--- src/shared/rfm_pkg.sv ---
// constants, types and register map of the resolver fault monitor
// assumes an apb slave at 20 mhz, 32-bit data, one word per register
//
// Overview of operation
// loss when amplitude under loss threshold
// loss when any input pin disconnected
// loss when any input pin clips rail
// loss on configuration register parity error
// loss drives both fault pins low, latched
// pins released by configuration-mode fault read
// priority: loss, then degradation, then tracking
// degradation when amplitude above overrange threshold
// degradation when max minus min exceeds mismatch
// track min and max from host initial values
// degradation latches degrade pin low until cleared
// monitor is sin products plus cos products
// monitor updates at master clock over two
// compare min and max at window end
// 2 to 4 khz: 1065 internal cycles
// 4 to 8 khz: 554 internal cycles
// 8 to 20 khz: 256 internal cycles
// amplitude faults reported within two windows
// persistent fault reported again within one window
// pin code: loss 00, degrade 01, tracking 10
// clipping also sets fault bit seven
// read outside configuration mode keeps pins latched
package rfm_pkg;

    // register indices; byte address is four times the index
    localparam logic [7:0]  IDX_LOSS      = 8'h88;
    localparam logic [7:0]  IDX_OVER      = 8'h89;
    localparam logic [7:0]  IDX_MISMATCH  = 8'h8a;
    localparam logic [7:0]  IDX_MAX_INIT  = 8'h8b;
    localparam logic [7:0]  IDX_MIN_INIT  = 8'h8c;
    localparam logic [7:0]  IDX_CONTROL   = 8'h92;
    localparam logic [7:0]  IDX_FAULT     = 8'hff;
    localparam int          ADDR_W        = 10;
    localparam int          NUM_CFG       = 5;

    // threshold registers in storage order
    localparam logic [7:0] CFG_IDX [NUM_CFG] = '{
        IDX_LOSS, IDX_OVER, IDX_MISMATCH, IDX_MAX_INIT, IDX_MIN_INIT};
    // bit 7 holds even parity of bits 6:0
    localparam logic [7:0] CFG_RST [NUM_CFG] = '{
        8'h00, 8'hff, 8'hff, 8'h00, 8'hff};
    localparam int CFG_LOSS     = 0;
    localparam int CFG_OVER     = 1;
    localparam int CFG_MISMATCH = 2;
    localparam int CFG_MAX_INIT = 3;
    localparam int CFG_MIN_INIT = 4;

    // control register fields
    localparam logic [7:0]  CONTROL_RST   = 8'h00;
    localparam int          CTL_RANGE_LSB = 0;
    localparam int          CTL_CONFIG    = 2;
    localparam logic [1:0]  RANGE_LOW     = 2'h0;
    localparam logic [1:0]  RANGE_MID     = 2'h1;

    // fault register bit positions
    localparam int FLT_CLIP      = 7;
    localparam int FLT_UNDER     = 6;
    localparam int FLT_OVER      = 5;
    localparam int FLT_MISMATCH  = 4;
    localparam int FLT_OPEN      = 3;
    localparam int FLT_TRACK     = 2;
    localparam int FLT_PARITY    = 0;
    localparam logic [7:0] FAULT_RST     = 8'h00;
    localparam logic [7:0] LOSS_MASK     = 8'hc9;
    localparam logic [7:0] DEGRADE_MASK  = 8'h30;

    // window counter periods in internal clock cycles
    localparam logic [10:0] WIN_LOW  = 11'd1065;
    localparam logic [10:0] WIN_MID  = 11'd554;
    localparam logic [10:0] WIN_HIGH = 11'd256;
    localparam int          INT_CLK_DIV = 2;

    // clipping must persist longer than this
    localparam int CLIP_TIME_NS   = 4000;
    localparam int PCLK_PERIOD_NS = 50;
    localparam int CLIP_CYCLES    =
        (CLIP_TIME_NS + PCLK_PERIOD_NS - 1) / PCLK_PERIOD_NS;

    // one sample of the resolver inputs and tracked angle
    typedef struct packed {
        logic signed [7:0] sin_in;
        logic signed [7:0] cos_in;
        logic signed [7:0] sin_phi;
        logic signed [7:0] cos_phi;
    } rfm_sample_s;

    // seven-bit threshold values with parity stripped
    typedef struct packed {
        logic [6:0] loss;
        logic [6:0] over;
        logic [6:0] mismatch;
        logic [6:0] max_init;
        logic [6:0] min_init;
    } rfm_thresh_s;

endpackage : rfm_pkg

--- src/rtl/rfm_monitor.sv ---
// demodulated monitor magnitude from one resolver sample
// assumes a one-cycle tick from the internal clock divider
`timescale 1ns/10ps
module rfm_monitor (
    // clock and reset
    input  wire logic               pclk,
    input  wire logic               presetn,
    // sample in
    input  wire logic               tick,
    input  wire rfm_pkg::rfm_sample_s sample,
    // magnitude out
    output logic [6:0]              mag,
    output logic                    mag_valid
);
    logic signed [15:0] prod_sin;
    logic signed [15:0] prod_cos;
    logic signed [16:0] acc;
    logic        [16:0] mag_full;
    logic         [9:0] scaled;
    logic         [6:0] next_mag;

    // angle terms are q1.7: shift by seven to input scale
    assign prod_sin = sample.sin_in * sample.sin_phi;
    assign prod_cos = sample.cos_in * sample.cos_phi;
    assign acc      = {prod_sin[15], prod_sin}
                    + {prod_cos[15], prod_cos};
    assign mag_full = acc[16] ? 17'(-acc) : 17'(acc);
    assign scaled   = mag_full[16:7];
    // saturate rather than wrap so a large input never reads small
    assign next_mag = (|scaled[9:7]) ? 7'h7f : scaled[6:0];

    always_ff @(posedge pclk or negedge presetn) begin
        if (!presetn) begin
            mag       <= 7'h00;
            mag_valid <= 1'b0;
        end else begin
            mag_valid <= tick;
            if (tick) begin
                mag <= next_mag;
            end
        end
    end
endmodule : rfm_monitor

--- src/rtl/rfm_fault_monitor.sv ---
// fault supervision: monitor min/max, window compare, latched fault pins
// assumes apb master on pclk; analog detectors arrive as sync levels
`timescale 1ns/10ps
module rfm_fault_monitor (
    // clock and reset
    input  wire logic                 pclk,
    input  wire logic                 presetn,
    // apb slave
    input  wire logic [rfm_pkg::ADDR_W-1:0] paddr,
    input  wire logic                 psel,
    input  wire logic                 penable,
    input  wire logic                 pwrite,
    input  wire logic [31:0]          pwdata,
    output logic      [31:0]          prdata,
    output logic                      pready,
    output logic                      pslverr,
    // resolver side
    input  wire rfm_pkg::rfm_sample_s sample,
    input  wire logic [3:0]           pin_open,
    input  wire logic [3:0]           pin_clip,
    input  wire logic                 tracking_loss_fault,
    // fault pins
    output logic                      degrade_fault_n,
    output logic                      tracking_fault_n
);
    // register storage
    logic [7:0]  cfg_reg [rfm_pkg::NUM_CFG];
    logic [7:0]  control;
    logic [7:0]  fault_status;
    rfm_pkg::rfm_thresh_s thresh;

    // bus decode
    logic [7:0]  bus_idx;
    logic        addr_aligned;
    logic        setup_phase;
    logic        access_phase;
    logic        wr_access;
    logic        rd_access;
    logic        hit_control;
    logic        hit_fault;
    logic [rfm_pkg::NUM_CFG-1:0] hit_cfg;
    logic        mapped;
    logic [7:0]  rd_mux;
    logic [7:0]  read_snapshot;

    // mode and window
    logic        config_mode;
    logic [1:0]  exc_range;
    logic        int_phase;
    logic        int_tick;
    logic [10:0] win_count;
    logic [10:0] win_period;
    logic        win_end;

    // monitor statistics
    logic [6:0]  mag;
    logic        mag_valid;
    logic [6:0]  cur_min;
    logic [6:0]  cur_max;
    logic [6:0]  spread;

    // detectors
    logic [rfm_pkg::NUM_CFG-1:0] parity_bad;
    logic        any_parity_bad;
    logic        any_clip;
    logic [7:0]  clip_count;
    logic        clip_long;
    logic        under_hit;
    logic        over_hit;
    logic        mismatch_hit;
    logic [7:0]  fault_set;
    logic [7:0]  fault_clear;
    logic        read_clear;
    logic        loss_active;
    logic        degrade_active;
    logic        next_degrade_n;
    logic        next_tracking_n;

    // apb decode: index is the word address
    assign bus_idx      = paddr[9:2];
    assign addr_aligned = (paddr[1:0] == 2'b00);
    assign setup_phase  = psel && !penable;
    assign access_phase = psel && penable;
    assign hit_control  = addr_aligned && (bus_idx == rfm_pkg::IDX_CONTROL);
    assign hit_fault    = addr_aligned && (bus_idx == rfm_pkg::IDX_FAULT);
    assign mapped       = hit_control || hit_fault || (|hit_cfg);
    assign wr_access    = access_phase && pwrite;
    assign rd_access    = access_phase && !pwrite;
    // zero wait states; unmapped or read-only writes fail
    assign pready       = 1'b1;
    assign pslverr      = access_phase
                        && (!mapped || (pwrite && hit_fault));

    // control fields
    assign exc_range   = control[rfm_pkg::CTL_RANGE_LSB +: 2];
    assign config_mode = control[rfm_pkg::CTL_CONFIG];

    // one slot per register, parity kept as written
    genvar gi;
    generate
        for (gi = 0; gi < rfm_pkg::NUM_CFG; gi++) begin : g_cfg
            assign hit_cfg[gi] = addr_aligned
                && (bus_idx == rfm_pkg::CFG_IDX[gi]);
            // bit 7 is even parity of bits 6:0
            assign parity_bad[gi] = ^cfg_reg[gi];
            always_ff @(posedge pclk or negedge presetn) begin
                if (!presetn) begin
                    cfg_reg[gi] <= rfm_pkg::CFG_RST[gi];
                end else if (wr_access && hit_cfg[gi]) begin
                    cfg_reg[gi] <= pwdata[7:0];
                end
            end
        end
    endgenerate
    assign any_parity_bad = |parity_bad;

    assign thresh.loss     = cfg_reg[rfm_pkg::CFG_LOSS][6:0];
    assign thresh.over     = cfg_reg[rfm_pkg::CFG_OVER][6:0];
    assign thresh.mismatch = cfg_reg[rfm_pkg::CFG_MISMATCH][6:0];
    assign thresh.max_init = cfg_reg[rfm_pkg::CFG_MAX_INIT][6:0];
    assign thresh.min_init = cfg_reg[rfm_pkg::CFG_MIN_INIT][6:0];

    always_ff @(posedge pclk or negedge presetn) begin
        if (!presetn) begin
            control <= rfm_pkg::CONTROL_RST;
        end else if (wr_access && hit_control) begin
            control <= pwdata[7:0];
        end
    end

    // read mux; data captured in setup so it is stable in access
    always_comb begin
        rd_mux = 8'h00;
        for (int i = 0; i < rfm_pkg::NUM_CFG; i++) begin
            if (hit_cfg[i]) begin
                rd_mux = cfg_reg[i];
            end
        end
        if (hit_control) begin
            rd_mux = control;
        end
        if (hit_fault) begin
            rd_mux = fault_status;
        end
    end

    always_ff @(posedge pclk or negedge presetn) begin
        if (!presetn) begin
            prdata        <= 32'h0000_0000;
            read_snapshot <= 8'h00;
        end else if (setup_phase && !pwrite) begin
            prdata        <= {24'h00_0000, rd_mux};
            read_snapshot <= hit_fault ? fault_status : 8'h00;
        end
    end

    // internal clock: one tick every second pclk
    always_ff @(posedge pclk or negedge presetn) begin
        if (!presetn) begin
            int_phase <= 1'b0;
        end else begin
            int_phase <= !int_phase;
        end
    end
    assign int_tick = int_phase;

    // window counter period from the excitation range
    assign win_period = (exc_range == rfm_pkg::RANGE_LOW) ? rfm_pkg::WIN_LOW
                      : (exc_range == rfm_pkg::RANGE_MID) ? rfm_pkg::WIN_MID
                      : rfm_pkg::WIN_HIGH;
    // >= so a shorter range chosen mid-window ends it at once
    assign win_end = int_tick
                  && (win_count >= win_period - 11'd1);

    always_ff @(posedge pclk or negedge presetn) begin
        if (!presetn) begin
            win_count <= 11'd0;
        end else if (win_end) begin
            win_count <= 11'd0;
        end else if (int_tick) begin
            win_count <= win_count + 11'd1;
        end
    end

    rfm_monitor u_monitor (
        .pclk      (pclk),
        .presetn   (presetn),
        .tick      (int_tick),
        .sample    (sample),
        .mag       (mag),
        .mag_valid (mag_valid)
    );

    // running min and max, restarted from host values each window
    always_ff @(posedge pclk or negedge presetn) begin
        if (!presetn) begin
            cur_min <= 7'h7f;
            cur_max <= 7'h00;
        end else if (win_end) begin
            cur_min <= thresh.min_init;
            cur_max <= thresh.max_init;
        end else if (mag_valid) begin
            if (mag < cur_min) begin
                cur_min <= mag;
            end
            if (mag > cur_max) begin
                cur_max <= mag;
            end
        end
    end

    // window-end comparisons; fresh stats each window bound latency
    assign spread       = (cur_max > cur_min) ? cur_max - cur_min : 7'h00;
    assign under_hit    = win_end && (cur_min < thresh.loss);
    assign over_hit     = win_end && (cur_max > thresh.over);
    assign mismatch_hit = win_end && (spread > thresh.mismatch);

    // clipping must outlast the persistence time
    assign any_clip  = |pin_clip;
    assign clip_long = any_clip
                    && (clip_count >= 8'(rfm_pkg::CLIP_CYCLES));
    always_ff @(posedge pclk or negedge presetn) begin
        if (!presetn) begin
            clip_count <= 8'h00;
        end else if (!any_clip) begin
            clip_count <= 8'h00;
        end else if (!clip_long) begin
            clip_count <= clip_count + 8'h01;
        end
    end

    // sticky fault bits
    always_comb begin
        fault_set = 8'h00;
        fault_set[rfm_pkg::FLT_CLIP]     = clip_long;
        fault_set[rfm_pkg::FLT_UNDER]    = under_hit;
        fault_set[rfm_pkg::FLT_OVER]     = over_hit;
        fault_set[rfm_pkg::FLT_MISMATCH] = mismatch_hit;
        fault_set[rfm_pkg::FLT_OPEN]     = |pin_open;
        fault_set[rfm_pkg::FLT_TRACK]    = tracking_loss_fault;
        fault_set[rfm_pkg::FLT_PARITY]   = any_parity_bad;
    end

    // only config-mode reads clear, and only bits returned
    assign read_clear  = rd_access && hit_fault && config_mode;
    assign fault_clear = read_clear ? read_snapshot : 8'h00;

    // a live condition re-sets at once or at the next window
    always_ff @(posedge pclk or negedge presetn) begin
        if (!presetn) begin
            fault_status <= rfm_pkg::FAULT_RST;
        end else begin
            fault_status <= (fault_status & ~fault_clear)
                          | fault_set;
        end
    end

    // latched pin states; tracking loss follows its live level
    assign loss_active    = |(fault_status & rfm_pkg::LOSS_MASK);
    assign degrade_active = |(fault_status & rfm_pkg::DEGRADE_MASK);
    assign next_degrade_n  = !(loss_active || degrade_active);
    assign next_tracking_n = !(loss_active
                          || (!degrade_active && tracking_loss_fault));

    always_ff @(posedge pclk or negedge presetn) begin
        if (!presetn) begin
            degrade_fault_n  <= 1'b1;
            tracking_fault_n <= 1'b1;
        end else begin
            degrade_fault_n  <= next_degrade_n;
            tracking_fault_n <= next_tracking_n;
        end
    end
endmodule : rfm_fault_monitor

--- config.mk ---
export PLATFORM = sky130hd
export DESIGN_NAME = rfm_fault_monitor
export DESIGN_NICKNAME = d
export VERILOG_FILES = /design/src/shared/rfm_pkg.sv /design/src/rtl/rfm_monitor.sv /design/src/rtl/rfm_fault_monitor.sv
export SDC_FILE = /design/constraint.sdc
export NUM_CORES = 1
export LEC_CHECK = 0
export BUFFER_PORTS_ARGS = -buffer_cell sky130_fd_sc_hd__buf_2
export CAP_MARGIN = 20
export CORE_MARGIN = 4
export CORE_UTILIZATION = 30
export CTS_CLUSTER_SIZE = 16
export DETAILED_ROUTE_END_ITERATION = 10
export GPL_TIMING_DRIVEN = 0
export SETUP_SLACK_MARGIN = 0.02
export SYNTH_ARGS = -nofsm -noshare
export SYNTH_HDL_FRONTEND = slang
export SYNTH_SLANG_ARGS = --single-unit
--- constraint.sdc ---
create_clock -name pclk -period 8.3 [get_ports pclk]
set_clock_uncertainty 0.15 [all_clocks]
set_input_delay 1.66 -clock pclk [delete_from_list [all_inputs] [get_ports pclk]]
set_output_delay 1.66 -clock pclk [all_outputs]
set_load 0.005 [all_outputs]
==> metrics list, run 1 <==
- The flow ran to the end, and the final reports show no timing, DRC or antenna violations.
- The cell area that synthesis handed to floorplanning was 12,500 um^2.
- Yosys attributes the largest share of cell area to fa_1, dfrtp_1, ha_1.
- Number of pins exceeding their max-slew limit in the final report: 0
- Buffers placed on the I/O ports in this run total 73.
- The hold violation total from the final report came to 0.
* Insertion delay to the later sink of the worst-skew pair: 0.42 ns
* Std-Cell Rows: 74
- Setup repair after global routing missed its margin: no
- Detailed router's first-iteration violation count: 378
- Final-report setup violation count: 0
* DIE AREA: 45,100 um^2
- Leaving out fill and tap cells, the most frequent cells in the layout are inv_1, fa_1, nand2_1, ha_1, dfrtp_1.
- TritonCTS built the clock tree.
- Crit path setup slack, layout: 0.544 ns
- Final nets: 1,730
- Data required time at the worst endpoint: 8.42 ns
* Maximum net fanout on the critical path: 8
- Total congestion overflow: 0
* Area leader, netlist: fa_1
* H-tree levels: 4
- Area growth, synth to finish: 14.0%
* Initial Utilization: 30.5%
- Clk slew on worst S/H paths: 0.06 ns
- Synthesis produced a netlist whose cell count is 1,277.
* Average cell area after synthesis: 9.81 um^2
- Number of max-cap violations: 0
* Yosys cell types: 75
- TritonCTS created 17 clock buffers.
* Part of the Yosys area used for sequential elements: 23.5%
- Relative slew margins: 41.9%
- Derived from the worst setup path, the maximum achievable clock frequency is 129 MHz.
- Height of the die: 212 um
* Horizontal die dimension: 212 um
* CTS max path bufs: 2
- Share of the cycle needed by the critical path after routing: 93.5%
- The final layout contains routed wiring with a total length of 28,400 um.
- Critical Path End Type: flip-flop
- The count of nets left with antenna violations once routing finished came out at 0.
- The register with the most flip-flops in the layout has 40 of them.
- Counting flops with an async set or reset pin after synthesis yields a share of 100%.
* Count of instances resized after the clock tree is built: 0
- Hold Crit Class: reg2reg
- Antenna violations before repair: 0
- Core area: 41,100 um^2
- In the routed layout, each cell is associated on average with a via count of 4.66.
- Ports placed on the boundary: 124
- Tracing the worst setup path back leads to its startpoint at sample[23].
- The smallest clock period supported by the final layout is computed as 7.76 ns.
- Maximum number of pins on one net before global-route repair: 80
- The first global-routing pass estimated 48,000 um of wire.
- After legalization and detailed placement, the total HPWL measured 23,600 um.
- Ant. Diodes: 0
- The worst setup path is launched from an input port.
- In this run the critical register-to-register path is launched from cur_min[1].
- The cell sitting at the root of the clock tree is a clkbuf_16.
- Number of enable-type register cells in the synthesized netlist: 0
- Hold buffer count at CTS: 0
- For the pin with the worst max-slew slack, the measured transition is 0.869 ns.
- Dividing the detail-routed wire length by the instance count gives 14.6 um.
- Yosys printed 0 warnings.
* 1st-pass router iterations: 5
- Clock tree synthesis found a total of 116 sinks.
* DR DRC count: 0
* Via count of the first global-routing pass: 9,523
* Worst slack at placement: 0.0715 ns
- Leading cell type in the layout, fill and taps excluded: inv_1
* WP data arrival: 7.88 ns
- Flip-flop and latch count after synthesis: 116
* Total vias in the final route: 9,034
- At the end of routability-driven placement, the weighted congestion stood at 0.892.
* Min-delay src: read_snapshot[1]
* Setup CP Type: in2reg
- Global routing used 13.0% of the available tracks.
- Layout cell share with drive strength beyond 1: 16.8%
- The synthesized design devotes to its leading area cell type 23.0% of total area.
- Post-CTS Setup Repair Bufs: 0
* Count of filler cells inserted in the layout: 4,226
- Sum of negative setup slack: 0 ns
- Leading register cell type out of synthesis: dfrtp_1
-- metal layers --
layer / routed length (um) / global-route usage [%] / part of all wire (%) / vias up
li1: - / - / - / 4357
met1: 13200 / 17.4 / 46 / 4441
met2: 13600 / 22.2 / 48 / 204
met3: 1260 / 2.10 / 4.4 / 32
met4: 374 / 2.84 / 1.3 / 0
met5: 0 / 0 / 0 / -
-- worst max-delay path, cell delays in order --
cell      delay [ns]
buf_2           0.16
and2_1          0.50
fa_1            0.53
fa_1            0.49
fa_1            0.54
fa_1            0.54
fa_1            0.54
inv_1           0.05
fa_1            0.52
inv_1           0.04
ha_1            0.23
nor4_1          0.41
o211ai_2        0.18
a41oi_1         0.43
o31ai_4         0.15
xnor2_2         0.21
o311ai_4        0.53
o211ai_2        0.13
-- synth_stat cells, types with 14 or more instances --
| cell | n |
|---|---|
| xnor2_1 | 56 |
| fa_1 | 144 |
| xor2_1 | 24 |
| a21o_1 | 20 |
| ha_1 | 104 |
| dfstp_2 | 33 |
| inv_1 | 202 |
| mux2_2 | 43 |
| nor2_1 | 61 |
| a21oi_1 | 31 |
| nand2_1 | 111 |
| nand2b_1 | 14 |
| nand3_1 | 22 |
| dfrtp_1 | 83 |
| buf_4 | 25 |
| o21ai_0 | 45 |
| and2_1 | 75 |
| clkbuf_1 | 18 |
-- layout make-up --
type,instances,area (um^2),area share (%)
buffer,44,260,1.82
multi-input combinational,936,8650,60.6
timing repair buffer,75,404,2.83
inverter,204,766,5.36
sequential,116,2940,20.6
tap,532,666,4.66
clock inverter,13,150,1.05
clock buffer,19,443,3.10
-- metrics by stage --
stage | utilization (%) | cells | hold slack, ns | cell area, um^2
after global routing | 34.7 | 1939 | 0.341 | 14300
after global placement | 33.2 | 1905 | 0.296 | 13700
after floorplan | - | 1300 | 0.279 | 12600
final | 34.7 | 1939 | 0.310 | 14300
after CTS | 34.7 | 1939 | 0.313 | 14300
after detailed placement | 33.3 | 1907 | 0.304 | 13700
-- kinds of logic (layout without fill, tap and decap cells) --
family / after synthesis / in the layout / share of synthesized area, %
and+or+nand+nor: 345 / 345 / 14.1
DFF: 116 / 116 / 23.5
muxes: 55 / 55 / 4.92
buffers and inverters: 248 / 355 / 8.19
adders and majority gates: 248 / 248 / 33.4
other: 2 / 25 / 0.0599
xor gates and xnor gates: 81 / 81 / 5.72
AOI/OAI and AO/OA: 182 / 182 / 10.2
-- worst paths after layout --
kind	end	slack, ns	depth (start not counted)
max	u_monitor.mag[4]	0.54	18
min	fault_status[1]	0.31	1
max reg2reg	fault_status[4]	4.12	20
min reg2reg	fault_status[1]	0.31	1
max in group asynchronous	cfg_reg[28]	6.28	2
min in group asynchronous	cfg_reg[32]	0.99	1
Power of run 1 is not shown: default switching activity piles up to over one toggle a cycle in this logic, so the estimate is an artifact.
==> run 2, diff against run 1 <==
--- a/config.mk
+++ b/config.mk
@@ -5,6 +5,7 @@
 export SDC_FILE = /design/constraint.sdc
 export NUM_CORES = 1
 export LEC_CHECK = 0
+export ABC_AREA = 1
 export BUFFER_PORTS_ARGS = -buffer_cell sky130_fd_sc_hd__buf_2
 export CAP_MARGIN = 20
 export CORE_MARGIN = 4
==> metrics list, run 2 <==
- The hold violation total from the final report came to 0.
* Total placed cells including tap cells: 2,338
- Finished Layout Cells: 2,370
- Each instance of the synthesized netlist takes up on average 7.91 um^2.
- The first TritonRoute pass finished after 5 iterations.
* Buffers added on ports: 44
* Final-report setup violation count: 0
- Summing all flip-flop and latch instances after layout gives 2940 um^2.
* Insertion delay to the later sink of the worst-skew pair: 0.42 ns
* Via count of the first global-routing pass: 10,898
- Final standard cell area without fillers: 15,000 um^2
- Summed over its instances, the top area cell type makes up 21.6% of the synthesized netlist area.
* Flip-flop and latch count after synthesis: 116
* Area growth, synth to finish: 12.7%
- Based on the critical path, the design can be clocked at up to 135 MHz.
- Total vias in the final route: 10,756
- Dominant cell by count in the synthesized netlist: nand2_1
* Cell types with the largest area share after synthesis: fa_1, dfrtp_1, nand2_1
- WP data arrival: 7.54 ns
- After clock tree synthesis, the setup repair step added 0 buffers.
- No sink is reached through more buffers than the 2 on the longest clock path.
* Detailed router's first-iteration violation count: 797
- For this run, the leading register cell type out of synthesis is dfrtp_1.
- The number of hold buffers added after CTS was 0.
- The worst path in the final design needs a cycle of 7.39 ns, including I/O delays and setup.
- Share of the cycle needed by the critical path after routing: 89.0%
- Horizontal die dimension: 219 um
* HPWL after detailed placement: 25,700 um
* Yosys cell types: 55
- The initial antenna violation count is 0.
* Aggregate global-route resource usage: 13.4%
- Clk slew on worst S/H paths: 0.05 ns
* Layout cell share with drive strength beyond 1: 11.6%
* Clock tree from TritonCTS: built
- Area post-placement: 14,400 um^2
- Area occupied by multi-input gates: 8590 um^2
* Top cell types by occurrence after synthesis: nand2_1, inv_1, fa_1
- 0 antenna diodes ended up in the layout.
- Category of the worst setup path launch point: input port
* Max reg flops: 40
- WL/cell: 13.1 um
- In the layout the commonest cells are nand2_1, inv_1, fa_1, ha_1, dfrtp_1.
* Data required time at the worst endpoint: 8.46 ns
* Number of max-cap violations: 0
- The run finished with clean final reports.
* Mapped Cells: 1,685
* Area leader, netlist: fa_1
- Summing every instance area after synthesis gives 13,300 um^2.
- Maximum number of pins on one net before global-route repair: 98
* Routed vias/inst: 4.54
- For the final routed database, the setup TNS stands at 0 ns.
- The library cell used most frequently in the layout, excluding fill and tap cells, is nand2_1.
* Synthesis Warnings: 0
* H-tree levels: 4
* Initial Utilization: 30.7%
- Relative slew margins: 56.2%
* Number of enable-type register cells in the synthesized netlist: 0
- CTS Buf Count: 17
* Number of pins exceeding their max-slew limit in the final report: 0
* Final Wtd Congestion: 0.860
- In the routed design, unresolved DRC markers number 0.
- The worst setup path is captured at a flip-flop.
- Pin placement for this block handled 124 I/O pins.
- The die is 219 um tall.
* Setup CP Type: in2reg
* Std-Cell Rows: 76
* Number of sinks driven by the clock tree: 116
- In the final design database the tool counted 2,108 nets.
* Count of instances resized after the clock tree is built: 0
- Setup repair after global routing missed its margin: no
- DIE AREA: 47,900 um^2
- Along the worst path, the maximum fanout reaches 10.
* Core area: 43,500 um^2
* Total congestion overflow: 0
- The share of the Yosys chip area taken by registers is 22.1%.
* Count of filler cells inserted in the layout: 4,559
- Transition time at the pin with the least slew margin: 0.650 ns
- The first global-routing pass estimated 52,800 um of wire.
- After synthesis, the share of flip-flops with an asynchronous set or reset is 100%.
- The cell sitting at the root of the clock tree is a clkbuf_16.
* Total length of routed wires: 31,000 um
- The detail route stage leaves a number of antenna-violating nets equal to 0.
* Hold Crit Class: reg2reg
==> run 2: cell types whose count changed after synthesis, sizes merged, moves of 13 or more <==
cell	previous run	this run
clkbuf	19	36
o21ai	60	88
mux2	43	0
nand3	23	69
and2	76	1
xnor2	57	38
nor2	61	88
a21o	20	0
nand2	114	401
o211ai	2	23
inv	202	387
nand2b	14	0
nand4	9	22
==> run 2: per-stage QoR <==
| stage | setup slack [ns] | utilization [%] | hold WS, ns |
|---|---|---|---|
| after CTS | 0.849 | 34.6 | 0.293 |
| after global routing | 0.456 | 34.6 | 0.307 |
| after floorplan | 1.10 | - | 0.238 |
| after detailed placement | 0.425 | 33.1 | 0.271 |
| final | 0.913 | 34.6 | 0.290 |
| after global placement | 0.488 | 33.1 | 0.268 |
==> run 2: critical path: stages <==
cell	delay, ns
clkbuf_1	0.31
nand2_1	0.15
inv_1	0.37
fa_1	0.52
fa_1	0.49
fa_1	0.52
fa_1	0.54
fa_1	0.54
inv_1	0.05
fa_1	0.52
inv_1	0.04
ha_1	0.37
nand2_1	0.10
nand2_1	0.10
a21oi_2	0.22
o21ai_1	0.12
nor2_2	0.15
clkinv_1	0.09
nand3_2	0.11
nand2_4	0.08
buf_6	0.15
nand2_1	0.06
nand2_1	0.05
nand2_1	0.05
nand2_1	0.05
nand2_1	0.06
nand2_1	0.04
==> run 2: layout make-up <==
cell class | instances | share of cell area (%)
Clock buffer | 20 | 3.11
Sequential cell | 116 | 19.6
Timing Repair Buffer | 45 | 1.69
Clock inverter | 12 | 1.02
Inverter | 392 | 9.82
Buffer | 69 | 2.67
Multi-Input combinational cell | 1131 | 57.2
Tap cell | 585 | 4.87
==> run 2: worst paths after layout <==
path / from / endpoint / slack [ns] / cells past startpoint
worst max-delay path: sample[0] / u_monitor.mag[4] / 0.91 / 27
worst min-delay path: fault_status[4] / degrade_fault_n / 0.29 / 1
worst max register to register: cur_min[2] / fault_status[4] / 4.70 / 17
worst min register to register: fault_status[4] / degrade_fault_n / 0.29 / 1
max in group asynchronous: presetn / cur_min[5] / 6.32 / 2
min in group asynchronous: presetn / read_snapshot[2] / 0.93 / 1
==> run 2: cells by family (layout without fill, tap and decap cells) <==
family / after synthesis / after routing / share of synthesized area (%)
buffers and inverters: 461 / 538 / 14.1
adder cells (fa/ha/maj): 248 / 248 / 31.4
XOR/XNOR: 55 / 55 / 3.61
AND/OR/NAND/NOR: 618 / 618 / 20.5
flip-flops: 116 / 116 / 22.1
other: 2 / 25 / 0.0564
AO/OA/AOI/OAI: 185 / 185 / 8.22
==> run 2: metal layers <==
layer / track usage [%] / share of wire [%] / vias up
met1: 18.2 / 45 / 5220
met5: 0 / 0 / -
met2: 23.3 / 49 / 235
met4: 2.36 / 0.87 / 0
li1: - / - / 5283
met3: 1.49 / 4.2 / 18
Power of run 2 is left out for the same reason.
==> run 3, diff against run 2 <==
--- a/config.mk
+++ b/config.mk
@@ -5,9 +5,9 @@
 export SDC_FILE = /design/constraint.sdc
 export NUM_CORES = 1
 export LEC_CHECK = 0
-export ABC_AREA = 1
 export BUFFER_PORTS_ARGS = -buffer_cell sky130_fd_sc_hd__buf_2
 export CAP_MARGIN = 20
+export CORE_ASPECT_RATIO = 1.25
 export CORE_MARGIN = 4
 export CORE_UTILIZATION = 30
 export CTS_CLUSTER_SIZE = 16
==> metrics list, run 3 (same netlist as run 1, synthesis figures left out) <==
- The critical path in this run is classified as in2reg.
* Count of instances resized after the clock tree is built: 0
- DIE AREA: 45,100 um^2
- Setup repair after global routing left no endpoint under its margin.
- Height of the die: 237 um
- Hold buffer count at CTS: 0
* Cell-by-cell listing of the critical path: buf_2 > and2_1 > fa_1 > fa_1 > fa_1 > fa_1 > fa_1 > inv_1 > fa_1 > inv_1 > ha_1 > nor4_1 > o211ai_2 > a41oi_1 > o31ai_4 > xnor2_2 > o311ai_4 > o211ai_2
- The worst path uses 94.2% of the clock period.
- The library cells used most frequently in the layout, excluding fill and tap cells, are inv_1, fa_1, nand2_1, ha_1, dfrtp_1.
- Input and output buffers added on the ports amount to 73.
- Aggregate global-route resource usage: 12.8%
- Relative to the synthesized area, the layout overhead comes to 14.2%.
* Slowest cell on the critical path: fa_1
- Area post-placement: 13,700 um^2
- Worst Reg2Reg Path Length in Cells: 20
* HPWL after detailed placement: 24,200 um
* Hold violation total from the final report: 0
- In this run the standard cell core region covers 41,200 um^2.
- The critical path contains buffers and inverters numbering 3 combined.
- Among the stages of the critical path, the cell type that occurs most often is fa_1.
- H-tree levels: 4
* First-pass GRT wire length: 47,500 um
* WP data arrival: 7.94 ns
* Total congestion overflow: 0
- STA puts the critical path data required time at 8.42 ns.
- The register with the most flip-flops in the layout has 40 of them.
- The die is 191 um wide.
- Total vias in the final route: 9,012
* Cell type group with the largest total delay on the critical path: adder cells
- At the later pin of the worst-skew pair, clock insertion delay measures 0.42 ns.
- Finished Layout Cells: 1,959
* Relative slew margins: 36.0%
- Final-report setup violation count: 0
- Final Wtd Congestion: 0.862
* CTS Buf Count: 17
* Ant. Diodes: 0
- DR DRC count: 0
* Ports placed on the boundary: 124
* Leading cell type in the layout, fill and taps excluded: inv_1
* CTS max path bufs: 2
- Run status: complete, no violations
* Clock root cell: clkbuf_16
* Transition time at the pin with the least slew margin: 0.954 ns
- 1st-pass router iterations: 4
* Maximum number of pins on one net before global-route repair: 68
- Std-Cell Rows: 83
* Detailed router's first-iteration violation count: 313
- WL/cell: 14.6 um
* Total length of routed wires: 28,700 um
- After clock tree synthesis, the clock-pin slew on the worst setup and hold paths is 0.05 ns.
* Post-CTS Setup Repair Bufs: 0
* Hold Crit Class: reg2reg
- For this run, the share of the core covered by cells in the final layout is 34.7%.
- The net count of the finished layout is 1,730.
- Cells with a size suffix above 1 make up 16.7% of the layout.
- Total placed cells including tap cells: 1,927
- Routed vias/inst: 4.60
- TritonCTS built the clock tree.
- CP Depth: 18
- The worst path in the final design needs a cycle of 7.82 ns, including I/O delays and setup.
* Final standard cell area without fillers: 14,300 um^2
- Number of max-cap violations: 0
- On the worst path, the slowest cell contributes a delay of 0.55 ns.
- Number of pins exceeding their max-slew limit in the final report: 0
- Static timing analysis puts the maximum clock frequency at 128 MHz.
* Number of sinks driven by the clock tree: 116
* Maximum net fanout on the critical path: 8
* Number of nets with antenna violations after detailed routing: 0
* Via count of the first global-routing pass: 9,562
- Initial Utilization: 30.4%
- Hold-critical path depth: 1
- The initial antenna violation count was 0.
- Category of the worst setup path launch point: input port
- Critical Path End Type: flip-flop
-- run 3: final cells by class --
class / instances / area, um^2
Buffer: 44 / 260
Timing Repair Buffer: 75 / 404
Tap cell: 552 / 691
Fill cell: 4273 / 26900
Multi-Input combinational cell: 936 / 8650
Clock inverter: 13 / 160
Clock buffer: 19 / 433
Sequential cell: 116 / 2940
Inverter: 204 / 766
-- run 3: final timing paths --
check | start | to | slack, ns
max reg2reg | cur_min[1] | fault_status[4] | 4.12
max in group asynchronous | presetn | cfg_reg[29] | 6.22
min | read_snapshot[1] | fault_status[1] | 0.32
min in group asynchronous | presetn | control[7] | 1.04
min reg2reg | read_snapshot[1] | fault_status[1] | 0.32
max | sample[23] | u_monitor.mag[4] | 0.48
-- run 3: worst reg2reg max path, delay by kind of cell, from the launching register on --
kind,cells,cell delay [ns]
compound gates,12,2.12
fa+ha+maj,2,0.61
simple gates,5,0.55
flops,1,0.54
buf+inv,1,0.09
-- run 3: per-layer routing --
metal  global-route usage (%)  vias up  routed length (um)
li1                         -     4354                   -
met1                     15.4     4461               12100
met2                     24.1      163               15200
met3                     1.53       34                 814
met4                     3.29        0                 528
met5                        0        -                   0
-- run 3: stage by stage --
stage / setup WS, ns / setup TNS, ns / hold slack (ns)
6_report: 0.479 / 0 / 0.319
5_1_grt: 0.0749 / 0 / 0.356
4_1_cts: 0.390 / 0 / 0.317
3_5_place_dp: -0.0568 / -0.101 / 0.295
3_3_place_gp: 0.0805 / 0 / 0.292
2_1_floorplan: 0.779 / 0 / 0.279
Power of run 3 is left out for the same reason.
